File: src/inc/mailbox_pkg.sv
// constants, types and helpers shared by the mailbox responder and its checksum engine
package mailbox_pkg;

  // ----------------------------------------
  // command codes and frame lengths
  // ----------------------------------------
  localparam logic [7:0] CMD_REQUEST = 8'hd1;
  localparam logic [7:0] CMD_RESPONSE = 8'hd5;
  localparam logic [3:0] REQ_WR_LEN = 4'h7; // command code, type, four data bytes, checksum
  localparam logic [3:0] RSP_WR_LEN = 4'h2; // command code, transaction id
  localparam logic [3:0] REQ_RD_LEN = 4'h1;
  localparam logic [3:0] RSP_RD_LEN = 4'h5;
  localparam logic [3:0] WR_COUNT_MAX = 4'hf;

  // write byte positions within a frame
  localparam logic [3:0] IDX_CMD = 4'h0;
  localparam logic [3:0] IDX_TYPE = 4'h1; // also the transaction id of a response command
  localparam logic [3:0] IDX_DATA = 4'h2;
  localparam logic [3:0] IDX_AWCS = 4'h6;

  // ----------------------------------------
  // completion codes
  // ----------------------------------------
  localparam logic [7:0] CC_PASS = 8'h40;
  localparam logic [3:0] CC_GRANT_HI = 4'h4;
  localparam logic [7:0] CC_TIMEOUT = 8'h80;
  localparam logic [7:0] CC_BAD_THERMAL_CFG = 8'h81;
  localparam logic [7:0] CC_BAD_STATUS_MASK = 8'h82;
  localparam logic [7:0] CC_BAD_COUNTER = 8'h83;
  localparam logic [7:0] CC_BAD_BANK = 8'h84;
  localparam logic [7:0] CC_BAD_TID = 8'h85;
  localparam logic [7:0] CC_BUSY = 8'h86;
  localparam logic [7:0] CC_BANK_UNAVAIL = 8'h88;
  localparam logic [7:0] CC_BAD_CORE = 8'h89;
  localparam logic [7:0] CC_UNKNOWN_TYPE = 8'hff;
  localparam logic [7:0] TID_MAX = 8'h0f;

  // ----------------------------------------
  // checksum and timing
  // ----------------------------------------
  localparam logic [7:0] CRC_POLY = 8'h07;
  localparam logic [7:0] CRC_INIT = 8'h00;
  localparam int CLK_PERIOD_NS = 40;
  localparam int LOCK_TIMEOUT_NS = 1000000;
  localparam int LOCK_TIMEOUT_CYCLES = LOCK_TIMEOUT_NS / CLK_PERIOD_NS;

  // ----------------------------------------
  // types
  // ----------------------------------------
  typedef enum logic [2:0] {
    SVC_OK = 3'b000,
    SVC_BAD_THERMAL_CFG = 3'b001,
    SVC_BAD_STATUS_MASK = 3'b010,
    SVC_BAD_COUNTER = 3'b011,
    SVC_BAD_BANK = 3'b100,
    SVC_BANK_UNAVAIL = 3'b101,
    SVC_BAD_CORE = 3'b110,
    SVC_UNKNOWN_TYPE = 3'b111
  } svc_status_t;

  typedef enum logic [1:0] {
    PH_IDLE = 2'b00,
    PH_WRITE = 2'b01,
    PH_ANSWER = 2'b10
  } phase_t;

  // one byte of the frame checksum, most significant bit first
  function automatic logic [7:0] crc8_step(input logic [7:0] crc, input logic [7:0] data);
    logic [7:0] c;
    c = crc ^ data;
    for (int i = 0; i < 8; i++)
    begin
      c = c[7] ? ((c << 1) ^ CRC_POLY) : (c << 1);
    end
    return c;
  endfunction

  // completion code for the outcome of a serviced request
  function automatic logic [7:0] cc_of(input svc_status_t s);
    logic [7:0] cc;
    cc = CC_UNKNOWN_TYPE;
    unique case (s)
      SVC_OK: cc = CC_PASS;
      SVC_BAD_THERMAL_CFG: cc = CC_BAD_THERMAL_CFG;
      SVC_BAD_STATUS_MASK: cc = CC_BAD_STATUS_MASK;
      SVC_BAD_COUNTER: cc = CC_BAD_COUNTER;
      SVC_BAD_BANK: cc = CC_BAD_BANK;
      SVC_BANK_UNAVAIL: cc = CC_BANK_UNAVAIL;
      SVC_BAD_CORE: cc = CC_BAD_CORE;
      SVC_UNKNOWN_TYPE: cc = CC_UNKNOWN_TYPE;
    endcase
    return cc;
  endfunction

endpackage

File: src/core/checksum_engine.sv
// running frame checksum over the write bytes of a command
`timescale 1ns/1ns
`default_nettype none
module checksum_engine (
  input wire logic clk,
  input wire logic reset_n,
  input wire logic clear,
  input wire logic data_valid,
  input wire logic [7:0] data_byte,
  output logic [7:0] crc
);
  import mailbox_pkg::*;

  logic [7:0] next_crc;

  // restart at each frame, fold in each byte
  always_comb
  begin
    next_crc = crc;
    if (clear)
      next_crc = CRC_INIT;
    else if (data_valid)
      next_crc = crc8_step(crc, data_byte);
  end

  always_ff @(posedge clk)
  begin
    if (!reset_n)
      crc <= CRC_INIT;
    else
      crc <= next_crc;
  end
endmodule
`default_nettype wire

File: src/core/mailbox_responder.sv
// device end of the lockable mailbox: request and response commands
`timescale 1ns/1ns
`default_nettype none
// How it works
// RULE1 - request: code d1, seven writes, one read
// RULE2 - checksum mismatch discards write, answers abort
// RULE3 - four-byte words travel low byte first
// RULE4 - lock grant answers 0x4 plus id
// RULE5 - reset or sleep answers code 0x80
// RULE6 - unavailable or held mailbox answers 0x86
// RULE7 - host treats bad answer checksum as unknown
// RULE8 - host sends granted id in response command
// RULE9 - wrong or unlocked id answers 0x85
// RULE10 - matching id answers 0x40 with data
// RULE11 - response: code d5, two writes, five reads
// RULE12 - response command carries no write checksum
// RULE13 - result not ready aborts, host retries
// RULE14 - service failures 0x81 to 0x84 reported
// RULE15 - failures 0x88, 0x89, 0xff reported
// RULE16 - lock commits only after final read bit
// RULE17 - release only after final read bit
// RULE18 - held lock refuses new requests as busy
// RULE19 - 1ms link low time clears lock
// RULE20 - one transaction, latched request, held result
module mailbox_responder #(
  parameter int TIMEOUT_CYCLES = mailbox_pkg::LOCK_TIMEOUT_CYCLES
) (
  input wire logic clk,
  input wire logic reset_n,
  input wire logic frame_start,
  input wire logic wr_valid,
  input wire logic [7:0] wr_byte,
  input wire logic wr_end,
  input wire logic rd_take,
  input wire logic frame_commit,
  input wire logic frame_abort,
  output logic [7:0] rd_data,
  output logic rd_valid,
  output logic abort_fcs,
  output logic svc_req,
  output logic [7:0] svc_type,
  output logic [31:0] svc_payload,
  input wire logic svc_done,
  input wire mailbox_pkg::svc_status_t svc_status,
  input wire logic [31:0] svc_data,
  input wire logic mbx_unavailable,
  input wire logic reset_or_sleep,
  input wire logic timeout_disable,
  input wire logic link_low,
  output logic locked,
  output logic [3:0] tid
);
  import mailbox_pkg::*;

  localparam int LOW_W = $clog2(TIMEOUT_CYCLES + 1);

  // ----------------------------------------
  // state
  // ----------------------------------------
  phase_t phase, next_phase;
  logic [3:0] wr_count, next_wr_count;
  logic [7:0] cmd, next_cmd;
  logic [7:0] req_type, next_req_type;
  logic [31:0] payload, next_payload;
  logic [7:0] tid_byte, next_tid_byte;
  logic aw_ok, next_aw_ok;
  logic [39:0] resp_shift, next_resp_shift;
  logic next_rd_valid, next_abort_fcs;
  logic grant_pending, next_grant_pending;
  logic release_pending, next_release_pending;
  logic next_locked;
  logic [3:0] next_tid;
  logic result_ready, next_result_ready;
  logic [7:0] result_cc, next_result_cc;
  logic [31:0] result_data, next_result_data;
  logic next_svc_req;
  logic [7:0] next_svc_type;
  logic [31:0] next_svc_payload;
  logic [LOW_W-1:0] low_count, next_low_count;
  logic link_low_meta, link_low_sync;
  logic [7:0] crc_now;
  logic is_req, is_rsp, timed_out;

  // ----------------------------------------
  // link level synchroniser and checksum
  // ----------------------------------------
  always_ff @(posedge clk)
  begin
    if (!reset_n)
    begin
      link_low_meta <= 1'b0;
      link_low_sync <= 1'b0;
    end
    else
    begin
      link_low_meta <= link_low;
      link_low_sync <= link_low_meta;
    end
  end

  checksum_engine u_checksum (
    .clk(clk),
    .reset_n(reset_n),
    .clear(frame_start),
    .data_valid(wr_valid && phase == PH_WRITE),
    .data_byte(wr_byte),
    .crc(crc_now)
  );

  // frame shape and lock timeout decode
  assign is_req = cmd == CMD_REQUEST && wr_count == REQ_WR_LEN; // RULE1
  assign is_rsp = cmd == CMD_RESPONSE && wr_count == RSP_WR_LEN; // RULE11 RULE12
  assign timed_out = locked && link_low_sync && !timeout_disable
    && low_count == LOW_W'(TIMEOUT_CYCLES - 1); // RULE19
  assign rd_data = resp_shift[7:0];

  // ----------------------------------------
  // command engine
  // ----------------------------------------
  always_comb
  begin
    next_phase = phase;
    next_wr_count = wr_count;
    next_cmd = cmd;
    next_req_type = req_type;
    next_payload = payload;
    next_tid_byte = tid_byte;
    next_aw_ok = aw_ok;
    next_resp_shift = resp_shift;
    next_rd_valid = rd_valid;
    next_abort_fcs = abort_fcs;
    next_grant_pending = grant_pending;
    next_release_pending = release_pending;
    next_locked = locked;
    next_tid = tid;
    next_result_ready = result_ready;
    next_result_cc = result_cc;
    next_result_data = result_data;
    next_svc_req = 1'b0;
    next_svc_type = svc_type;
    next_svc_payload = svc_payload;
    next_low_count = low_count;
    // cumulative low time while the lock is held
    if (locked && link_low_sync && !timeout_disable)
      next_low_count = low_count + 1'b1;
    if (timed_out)
    begin
      next_locked = 1'b0; // RULE19
      next_low_count = '0;
    end
    // hold the serviced result for the response command
    if (svc_done && locked && !result_ready)
    begin
      next_result_ready = 1'b1; // RULE20
      next_result_cc = cc_of(svc_status); // RULE14 RULE15
      next_result_data = svc_data;
    end
    if (frame_start)
    begin
      next_phase = PH_WRITE;
      next_wr_count = '0;
      next_aw_ok = 1'b0;
      next_rd_valid = 1'b0;
      next_abort_fcs = 1'b0;
      next_grant_pending = 1'b0; // RULE16
      next_release_pending = 1'b0; // RULE17
    end
    else
    begin
      unique case (phase)
        PH_IDLE:
        begin
        end
        PH_WRITE:
        begin
          if (wr_valid)
          begin
            if (wr_count != WR_COUNT_MAX)
              next_wr_count = wr_count + 1'b1;
            if (wr_count == IDX_CMD)
              next_cmd = wr_byte;
            if (wr_count == IDX_TYPE)
            begin
              next_req_type = wr_byte;
              next_tid_byte = wr_byte;
            end
            if (wr_count >= IDX_DATA && wr_count < IDX_AWCS)
              next_payload = {wr_byte, payload[31:8]}; // RULE3
            if (wr_count == IDX_AWCS)
              next_aw_ok = wr_byte == crc_now; // RULE2
          end
          else if (wr_end)
          begin
            next_phase = PH_ANSWER;
            next_rd_valid = 1'b1;
            next_resp_shift = {32'h0, CC_TIMEOUT};
            if (!(is_req || is_rsp) || (is_req && !aw_ok))
              next_abort_fcs = 1'b1; // RULE2
            else if (reset_or_sleep)
              next_resp_shift = {32'h0, CC_TIMEOUT}; // RULE5
            else if (mbx_unavailable || (is_req && locked))
              next_resp_shift = {32'h0, CC_BUSY}; // RULE6 RULE18
            else if (is_req)
            begin
              next_resp_shift = {32'h0, CC_GRANT_HI, tid + 4'h1}; // RULE4
              next_grant_pending = 1'b1;
            end
            else if (tid_byte > TID_MAX || !locked || tid_byte[3:0] != tid)
              next_resp_shift = {32'h0, CC_BAD_TID}; // RULE9
            else if (!result_ready)
              next_abort_fcs = 1'b1; // RULE13
            else
            begin
              next_resp_shift = {result_data, result_cc}; // RULE10 RULE3
              next_release_pending = 1'b1;
            end
          end
        end
        PH_ANSWER:
        begin
          if (frame_abort || frame_commit)
          begin
            next_phase = PH_IDLE;
            next_rd_valid = 1'b0;
            next_abort_fcs = 1'b0;
            next_grant_pending = 1'b0;
            next_release_pending = 1'b0;
          end
          else if (rd_take)
            next_resp_shift = {8'h00, resp_shift[39:8]}; // RULE3
          if (frame_commit && grant_pending)
          begin
            next_locked = 1'b1; // RULE16
            next_tid = tid + 4'h1;
            next_svc_req = 1'b1; // RULE20
            next_svc_type = req_type;
            next_svc_payload = payload;
            next_result_ready = 1'b0;
            next_low_count = '0;
          end
          if (frame_commit && release_pending)
          begin
            next_locked = 1'b0; // RULE17 RULE11
            next_result_ready = 1'b0;
            next_low_count = '0;
          end
        end
        default:
          next_phase = PH_IDLE;
      endcase
    end
  end

  always_ff @(posedge clk)
  begin
    if (!reset_n)
    begin
      phase <= PH_IDLE;
      wr_count <= '0;
      cmd <= 8'h00;
      req_type <= 8'h00;
      payload <= 32'h0;
      tid_byte <= 8'h00;
      aw_ok <= 1'b0;
      resp_shift <= 40'h0;
      rd_valid <= 1'b0;
      abort_fcs <= 1'b0;
      grant_pending <= 1'b0;
      release_pending <= 1'b0;
      locked <= 1'b0;
      tid <= 4'h0;
      result_ready <= 1'b0;
      result_cc <= 8'h00;
      result_data <= 32'h0;
      svc_req <= 1'b0;
      svc_type <= 8'h00;
      svc_payload <= 32'h0;
      low_count <= '0;
    end
    else
    begin
      phase <= next_phase;
      wr_count <= next_wr_count;
      cmd <= next_cmd;
      req_type <= next_req_type;
      payload <= next_payload;
      tid_byte <= next_tid_byte;
      aw_ok <= next_aw_ok;
      resp_shift <= next_resp_shift;
      rd_valid <= next_rd_valid;
      abort_fcs <= next_abort_fcs;
      grant_pending <= next_grant_pending;
      release_pending <= next_release_pending;
      locked <= next_locked;
      tid <= next_tid;
      result_ready <= next_result_ready;
      result_cc <= next_result_cc;
      result_data <= next_result_data;
      svc_req <= next_svc_req;
      svc_type <= next_svc_type;
      svc_payload <= next_svc_payload;
      low_count <= next_low_count;
    end
  end
endmodule
`default_nettype wire

File: config.mk
export PLATFORM = sky130hd
export DESIGN_NAME = mailbox_responder
export DESIGN_NICKNAME = d
export VERILOG_FILES = /design/src/inc/mailbox_pkg.sv /design/src/core/checksum_engine.sv /design/src/core/mailbox_responder.sv
export SDC_FILE = /design/constraint.sdc
export NUM_CORES = 1
export LEC_CHECK = 0
export ABC_AREA = 1
export ABC_CLOCK_PERIOD_IN_PS = 3600
export BUFFER_PORTS_ARGS = -buffer_cell sky130_fd_sc_hd__clkbuf_2
export CORE_MARGIN = 2
export CORE_UTILIZATION = 65
export CTS_BUF_LIST = sky130_fd_sc_hd__clkbuf_4
export DETAILED_ROUTE_END_ITERATION = 12
export GPL_TIMING_DRIVEN = 0
export PLACE_DENSITY = 0.88
export SLEW_MARGIN = 20
export SYNTH_ARGS = -nofsm -noshare
export SYNTH_HDL_FRONTEND = slang
export SYNTH_SLANG_ARGS = --single-unit
File: constraint.sdc
create_clock -name clk -period 3.6 [get_ports clk]
set_clock_uncertainty 0.1 [all_clocks]
set_input_delay 0.36 -clock clk [delete_from_list [all_inputs] [get_ports clk]]
set_output_delay 0.36 -clock clk [all_outputs]
set_load 0.1 [all_outputs]
==> metrics.md, run 1 <==
| Metric | Value |
|---|---|
| Top_reg_cell synth | `dfxtp_1` |
| Slew Limit Fails | `0` |
| Routability Congestion | `slightly above 0.9` |
| Final setup viols | `0` |
| Final Hold Vio Count | `0` |
| Finished Layout Cells | `between 1,500 and 2,000` |
| PwrDens | `approximately 430 nW/um^2` |
| Final nets | `approximately 1,500` |
| Max Cap Violations | `0` |
| Total gr overflow | `0` |
| Pre-CTS setup slack | `between 1 and 1.5 ns` |
| Clock slew at reported path FFs | `0.07 ns` |
| Peak Freq | `379 MHz` |
| Startpoint types | `flop` |
| Routed vias | `about 8,900` |
| Yosys warns | `0` |
| Worst EP required | `4.04 ns` |
| Clock Tree Root | `clkbuf_4` |
| CORE AREA | `~13,000 sq um` |
| Flop-to-flop setup slack | `0.96 ns` |
| Routed len/inst | `approximately 15 um` |
| Initial antenna violation count | `1` |
| Setup Fix Bufs, Post-CTS | `0` |
| Worst setup EP type | `flop` |
| FFs w/ async S/R, synth | `0%` |
| Critical Path Fanout Max | `10` |
| Final WL | `24.5 mm` |
| Syn_area_per_cell | `approximately 7.6 sq um` |
| Clk buf depth | `3` |
| Tightest Pin Transition | `slightly above 0.7 ns` |
| Hold Crit Class | `in2reg` |
| DR vias/cell | `around 5.6` |
| R2r startpoint | `phase[0]$_SDFFE_PN0P_` |
| Seq/Total Area, Yosys | `between 40% and 50%` |
| Mapped Area | `just under 9000 sq um` |
| Syn Nets | `1,248` |
| Final worst-path cycle share | `73.2%` |
| DR iter-0 viols | `between 900 and 1,000` |
| Site row count | `42` |
| Num CTS Buffers | `51` |
| Die height | `121 um` |
| Worst r2r path cells | `8` |
| Post-synthesis register bit count | `210` |
| LEAKAGE | `0.00476 uW` |
| Initial Utilization | `66.8%` |
| CTS tree | `built` |
| Critical R2R Capture | `svc_type[7]$_SDFFE_PN0P_` |
| Mapped Cells | `approximately 1,200` |
| # clock sinks | `210` |
| Slew HR | `51.2%` |
| Crit. Startpoint | `phase[0]$_SDFFE_PN0P_` |
| Final WS setup | `0.963 ns` |
| VDD IR max | `around 0.31 mV` |
| ANT nets after route | `0` |
| I/O Buffers | `between 100 and 150` |
| Critical Path End | `svc_type[7]$_SDFFE_PN0P_` |
| Final min period | `roughly 2.6 ns` |
| CP arrival | `3.08 ns` |
| Cells after DPL | `roughly 1,500` |
| GRT Total Usage | `33.3%` |
| Largest net degree at the start of global routing | `14` |
| Share of layout cells above drive strength 1 | `17.9%` |
| Crit path kind | `reg2reg` |
| DRC | `0` |
| Cell Area, Placed | `around 9700 sq um` |
| Vias in the first global route | `around 8,400` |
| First-pass GRT wire length | `around 39 mm` |
| Area grow syn2layout | `20.9%` |
| TritonRoute pass-1 iters | `6` |
| RSZ-0062 raised after global routing | `no` |
| H-Tree Depth | `2` |
| EDFF count, synth | `0` |
| Ports | `approximately 110` |
| Cell variety after synth | `between 40 and 50` |
| Die width | `about 120 um` |
| Die area | `14,700 sq um` |
| Run status | `finished clean` |
| Clk Latency, worst-skew pair | `approximately 0.64 ns` |
| Final HPWL DP | `around 17 mm` |
| Fin area | `~11,000 sq um` |
| Final setup TNS | `0 ns` |
cells in the final DEF, fill, tap and decap left out, types with 9 or more instances in the layout:
master / n
a21oi_1: 113
buf_4: 13
clkbuf_1: 47
clkbuf_2: 111
clkbuf_4: 71
clkinv_1: 16
dfxtp_1: 210
dlygate4sd3_1: 48
ha_1: 14
inv_1: 70
inv_2: 10
nand2_1: 92
nand3_1: 43
nand3_2: 14
nand4_1: 9
nor2_1: 267
nor3_1: 14
o21ai_0: 179
xnor2_1: 17
worst max-delay path: stages, from the launching register on:
cell and delay [ns]:
dfxtp_1 0.33, inv_1 0.08, ha_1 0.16, inv_1 0.13
nor4_2 0.65, clkinv_1 0.45, clkbuf_1 0.34, nor2_1 0.22
nor2_1 0.07
through the flow:
step	power, uW	hold slack [ns]	util, %
global route	4850	0.0802	80.8
CTS	4670	0.0288	80.8
detailed placement	2820	0.320	72.6
finish	4680	0.0618	80.8
floorplan	2700	0.290	-
global placement	2810	0.301	72.6
sequential cells by signal, summed over array words and instances (netlist names), 7 cells and up:
register,count
tid_byte,8
result_cc,7
payload,32
svc_payload,32
cmd,8
result_data,32
svc_type,8
resp_shift,40
u_checksum.crc,8
low_count,15
cells by family (layout without fill, tap and decap cells):
group	count (synthesis)	count (layout)	synth area share, %
AOI/OAI and AO/OA	304	304	17.3
xor gates and xnor gates	26	26	2.79
adders and majority gates	14	14	1.96
buffers and inverters	152	401	7.31
DFF	210	210	47.1
other	0	1	0
and+or+nand+nor	472	472	23.5
layer usage:
metal,global-route usage (%),vias up,share of wire [%]
li1,-,4328,-
met5,0,-,0
met1,45.2,4095,42
met2,53.6,460,46
met4,12.1,0,2.6
met3,5.83,64,9.4
where the power goes:
| group | total (uW) | switching, uW | internal, uW |
|---|---|---|---|
| clock network | 1860 | 945 | 914 |
| registers | 2400 | 29.7 | 2370 |
| logic | 427 | 272 | 155 |
| total | 4680 | 1250 | 3440 |
layout make-up:
| type | instances | area, sq um |
|---|---|---|
| antenna | 1 | 2.50 |
| buffer | 71 | 347 |
| clock buffer | 71 | 533 |
| clock inverter | 19 | 75.1 |
| fill | 926 | 2560 |
| inverter | 81 | 305 |
| multi-input combinational | 816 | 4060 |
| sequential | 210 | 4200 |
| tap | 176 | 220 |
| timing repair buffer | 159 | 1040 |
how the worst min path moves through the flow:
stage,start,to,slack (ns),cells after the start
2_1_floorplan,link_low_meta$_SDFF_PN0_,link_low_sync$_SDFF_PN0_,0.29,2
3_3_place_gp,link_low_meta$_SDFF_PN0_,link_low_sync$_SDFF_PN0_,0.30,2
3_5_place_dp,link_low_meta$_SDFF_PN0_,link_low_sync$_SDFF_PN0_,0.32,2
4_1_cts,mbx_unavailable,resp_shift[5]$_SDFFE_PN0P_,0.03,4
5_1_grt,wr_valid,u_checksum.crc[6]$_SDFFE_PP0P_,0.08,4
6_report,mbx_unavailable,resp_shift[5]$_SDFFE_PN0P_,0.06,4
cell usage after synthesis (2+ instances only):
library cell | count | area share (%)
xnor2_1 | 17 | 1.7
nand3b_1 | 2 | 0.17
nand2_1 | 92 | 3.9
dfxtp_1 | 210 | 47
a31oi_1 | 2 | 0.14
nor3_1 | 14 | 0.79
inv_2 | 7 | 0.29
nand2_2 | 3 | 0.21
or2_2 | 3 | 0.21
nor3_2 | 2 | 0.22
clkbuf_1 | 47 | 2.0
xor2_1 | 7 | 0.69
nor2_4 | 4 | 0.50
ha_1 | 14 | 2.0
clkinv_1 | 3 | 0.13
nor2_1 | 267 | 11
buf_4 | 13 | 1.1
nand3_2 | 14 | 1.6
nand3_1 | 43 | 2.4
o21ai_1 | 4 | 0.22
nor3b_1 | 6 | 0.50
nor2_2 | 5 | 0.35
buf_6 | 3 | 0.38
a211oi_1 | 3 | 0.25
buf_2 | 7 | 0.39
nor4_1 | 3 | 0.21
o21ai_0 | 179 | 10
inv_1 | 70 | 2.9
a21oi_1 | 113 | 6.3
nand4_1 | 9 | 0.63
repair_timing:
| item | in CTS | in global routing |
|---|---|---|
| hold buffers | 48 | 0 |
| endpoints found under the hold margin | 58 | 0 |
| gates resized for setup | 0 | 0 |
Note: power is estimated with default switching activity, not from simulation.
==> run 2: changes to the inputs <==
--- a/config.mk
+++ b/config.mk
@@ -6,14 +6,14 @@
 export NUM_CORES = 1
 export LEC_CHECK = 0
 export ABC_AREA = 1
-export ABC_CLOCK_PERIOD_IN_PS = 3600
+export ABC_CLOCK_PERIOD_IN_PS = 2100
 export BUFFER_PORTS_ARGS = -buffer_cell sky130_fd_sc_hd__clkbuf_2
 export CORE_MARGIN = 2
-export CORE_UTILIZATION = 65
+export CORE_UTILIZATION = 54
 export CTS_BUF_LIST = sky130_fd_sc_hd__clkbuf_4
 export DETAILED_ROUTE_END_ITERATION = 12
 export GPL_TIMING_DRIVEN = 0
-export PLACE_DENSITY = 0.88
+export PLACE_DENSITY = 0.78
 export SLEW_MARGIN = 20
 export SYNTH_ARGS = -nofsm -noshare
 export SYNTH_HDL_FRONTEND = slang
==> constraint.sdc (replaced) <==
create_clock -name clk -period 2.1 [get_ports clk]
set_clock_uncertainty 0.1 [all_clocks]
set_input_delay 0.21 -clock clk [delete_from_list [all_inputs] [get_ports clk]]
set_output_delay 0.21 -clock clk [all_outputs]
set_load 0.1 [all_outputs]
==> run 2 against run 1 <==
  * Combinational power grew 79%
  * Highest routed layer unchanged
  * Sequential power up 71%
  * Flip-flop and latch count is the same
  * Die area increased by 20%
==> metrics.md, run 2 (same netlist as run 1, synthesis figures left out) <==
| Metric | Value |
|---|---|
| Most frequent cells in the layout | `nor2_1 (266), dfxtp_1 (202), o21ai_0 (173)` |
| Vias in the first global route | `roughly 8,100` |
| Reg with most FFs | `resp_shift` |
| VDD IR max | `0.390 mV` |
| Run status | `finished clean` |
| Register share of total power | `50.1%` |
| Max Used Layer | `met4` |
| CORE AREA | `roughly 16,000 sq um` |
| Area grow syn2layout | `25.8%` |
| # clock sinks | `210` |
| Total gr overflow | `0` |
| Initial Utilization | `55.7%` |
| Clock slew at reported path FFs | `~0.07 ns` |
| Routed vias | `about 8,800` |
| Die width | `between 100 and 150 um` |
| First-pass GRT wire length | `~39 mm` |
| Startpoint types | `flop` |
| Tightest Pin Transition | `0.647 ns` |
| Final min period | `2.03 ns` |
| Met3 wire length | `about 2 mm` |
| LEAKAGE | `~0.0050 uW` |
| Final nets | `approximately 1,500` |
| Max Cap Violations | `0` |
| Initial antenna violation count | `1` |
| FF/Latch Area | `about 4200 sq um` |
| Max reg flops | `40` |
| Crit path kind | `reg2reg` |
| Largest net degree at the start of global routing | `14` |
| CP arrival | `about 2.5 ns` |
| Sw frac | `between 20% and 30%` |
| Internal power | `between 6000 and 7000 uW` |
| Slew HR | `between 50% and 60%` |
| Met1 WL | `between 10 and 15 mm` |
| Final Hold Vio Count | `0` |
| Ports | `approximately 110` |
| Share of layout cells above drive strength 1 | `between 20% and 30%` |
| Clk buf depth | `3` |
| Site row count | `46` |
| Final WL | `between 20 and 25 mm` |
| Combinational power share | `under 10%` |
| PwrDens | `approximately 730 nW/um^2` |
| Final HPWL DP | `16.4 mm` |
| Finished Layout Cells | `1,668` |
| Clock Tree Root | `clkbuf_4` |
| TritonRoute pass-1 iters | `5` |
| Die area | `17,600 sq um` |
| Clk network pwr share | `about two fifths` |
| Peak Freq | `approximately 490 MHz` |
| DR vias/cell | `approximately 5.3` |
| RSZ-0062 raised after global routing | `yes` |
| Routability Congestion | `slightly below 0.9` |
| DR iter-0 viols | `about 660` |
| Area of the multi-input gates | `roughly 4200 sq um` |
| Switching pwr | `2170 uW` |
| GRT Total Usage | `27.1%` |
| Die height | `approximately 130 um` |
| I/O Buffers | `approximately 110` |
| Critical Path Fanout Max | `10` |
| ANT nets after route | `0` |
| Hold_ws | `0.0828 ns` |
| Worst setup EP type | `flop` |
| Final setup viols | `0` |
| Final worst-path cycle share | `~97%` |
| Fillers | `1,321` |
| Clk Latency, worst-skew pair | `0.67 ns` |
| CTS tree | `built` |
| Routed len/inst | `between 10 and 15 um` |
| Hold Crit Class | `in2reg` |
| Slew Limit Fails | `0` |
| Cells after DPL | `~1,500` |
| Most common cell after layout, fill and taps aside | `nor2_1` |
| Final core utilization | `~70%` |
| H-Tree Depth | `2` |
| DRC | `0` |
| Num CTS Buffers | `54` |
| Worst EP required | `between 2 and 3 ns` |
| Met2 wire len | `between 10 and 15 mm` |
[run 2: power groups by stage]
stage / Clock (uW) / Combinational [uW] / Sequential [uW]
floorplan: 0 / 436 / 4200
global placement: 0 / 625 / 4190
detailed placement: 0 / 638 / 4190
CTS: 3380 / 728 / 4100
global route: 3600 / 838 / 4110
finish: 3330 / 766 / 4110
[run 2: per-stage QoR]
| step | worst slack [ns] | cell area, sq um | setup TNS [ns] | total power, uW |
|---|---|---|---|---|
| floorplan | 0.167 | 8930 | 0 | 4640 |
| CTS | 0.00419 | 11000 | 0 | 8220 |
| finish | 0.0657 | 11200 | 0 | 8210 |
| global placement | -0.579 | 9750 | -25.48 | 4820 |
| global route | -0.0363 | 11200 | -0.187 | 8550 |
| detailed placement | -0.604 | 9750 | -30.82 | 4830 |
[run 2: repair_timing]
item / CTS / global route
pin swaps: 3 / 6
hold endpoints to repair: 88 / 0
setup endpoints to repair: 120 / 126
resized for setup: 14 / 60
hold buffers: 56 / 0
cloned: 0 / 1
buffers inserted: 5 / 6
[run 2: worst paths after layout]
check	start	endpoint	slack [ns]	cells past startpoint
max reg2reg	phase[0]$_SDFFE_PN0P_	result_ready$_SDFF_PN0_	0.07	7
min	rd_take	resp_shift[39]$_SDFFE_PN0P_	0.08	7
max	phase[0]$_SDFFE_PN0P_	result_ready$_SDFF_PN0_	0.07	7
min reg2reg	link_low_meta$_SDFF_PN0_	link_low_sync$_SDFF_PN0_	0.36	2
[run 2: cell type report]
type / count / area share, %
Sequential cell: 210 / 37.5
Clock buffer: 77 / 5.15
Multi-Input combinational cell: 816 / 37.1
Antenna cell: 1 / 0.0223
Clock inverter: 17 / 0.635
Inverter: 81 / 2.78
Timing Repair Buffer: 179 / 10.9
Tap cell: 216 / 2.41
Buffer: 71 / 3.48
[run 2: worst max-delay path, stage by stage (launching register included)]
cell and delay (ns):
dfxtp_2 0.37, inv_1 0.07, ha_1 0.23, buf_6 0.16
nand3_1 0.10, o21ai_2 0.09, dlygate4sd3_1 0.60, a211oi_1 0.20
[run 2: per-layer routing]
layer	vias up	track usage (%)
met4	0	9.98
met3	56	5.86
li1	4376	-
met1	4089	37.6
met2	320	41.5
met5	-	0
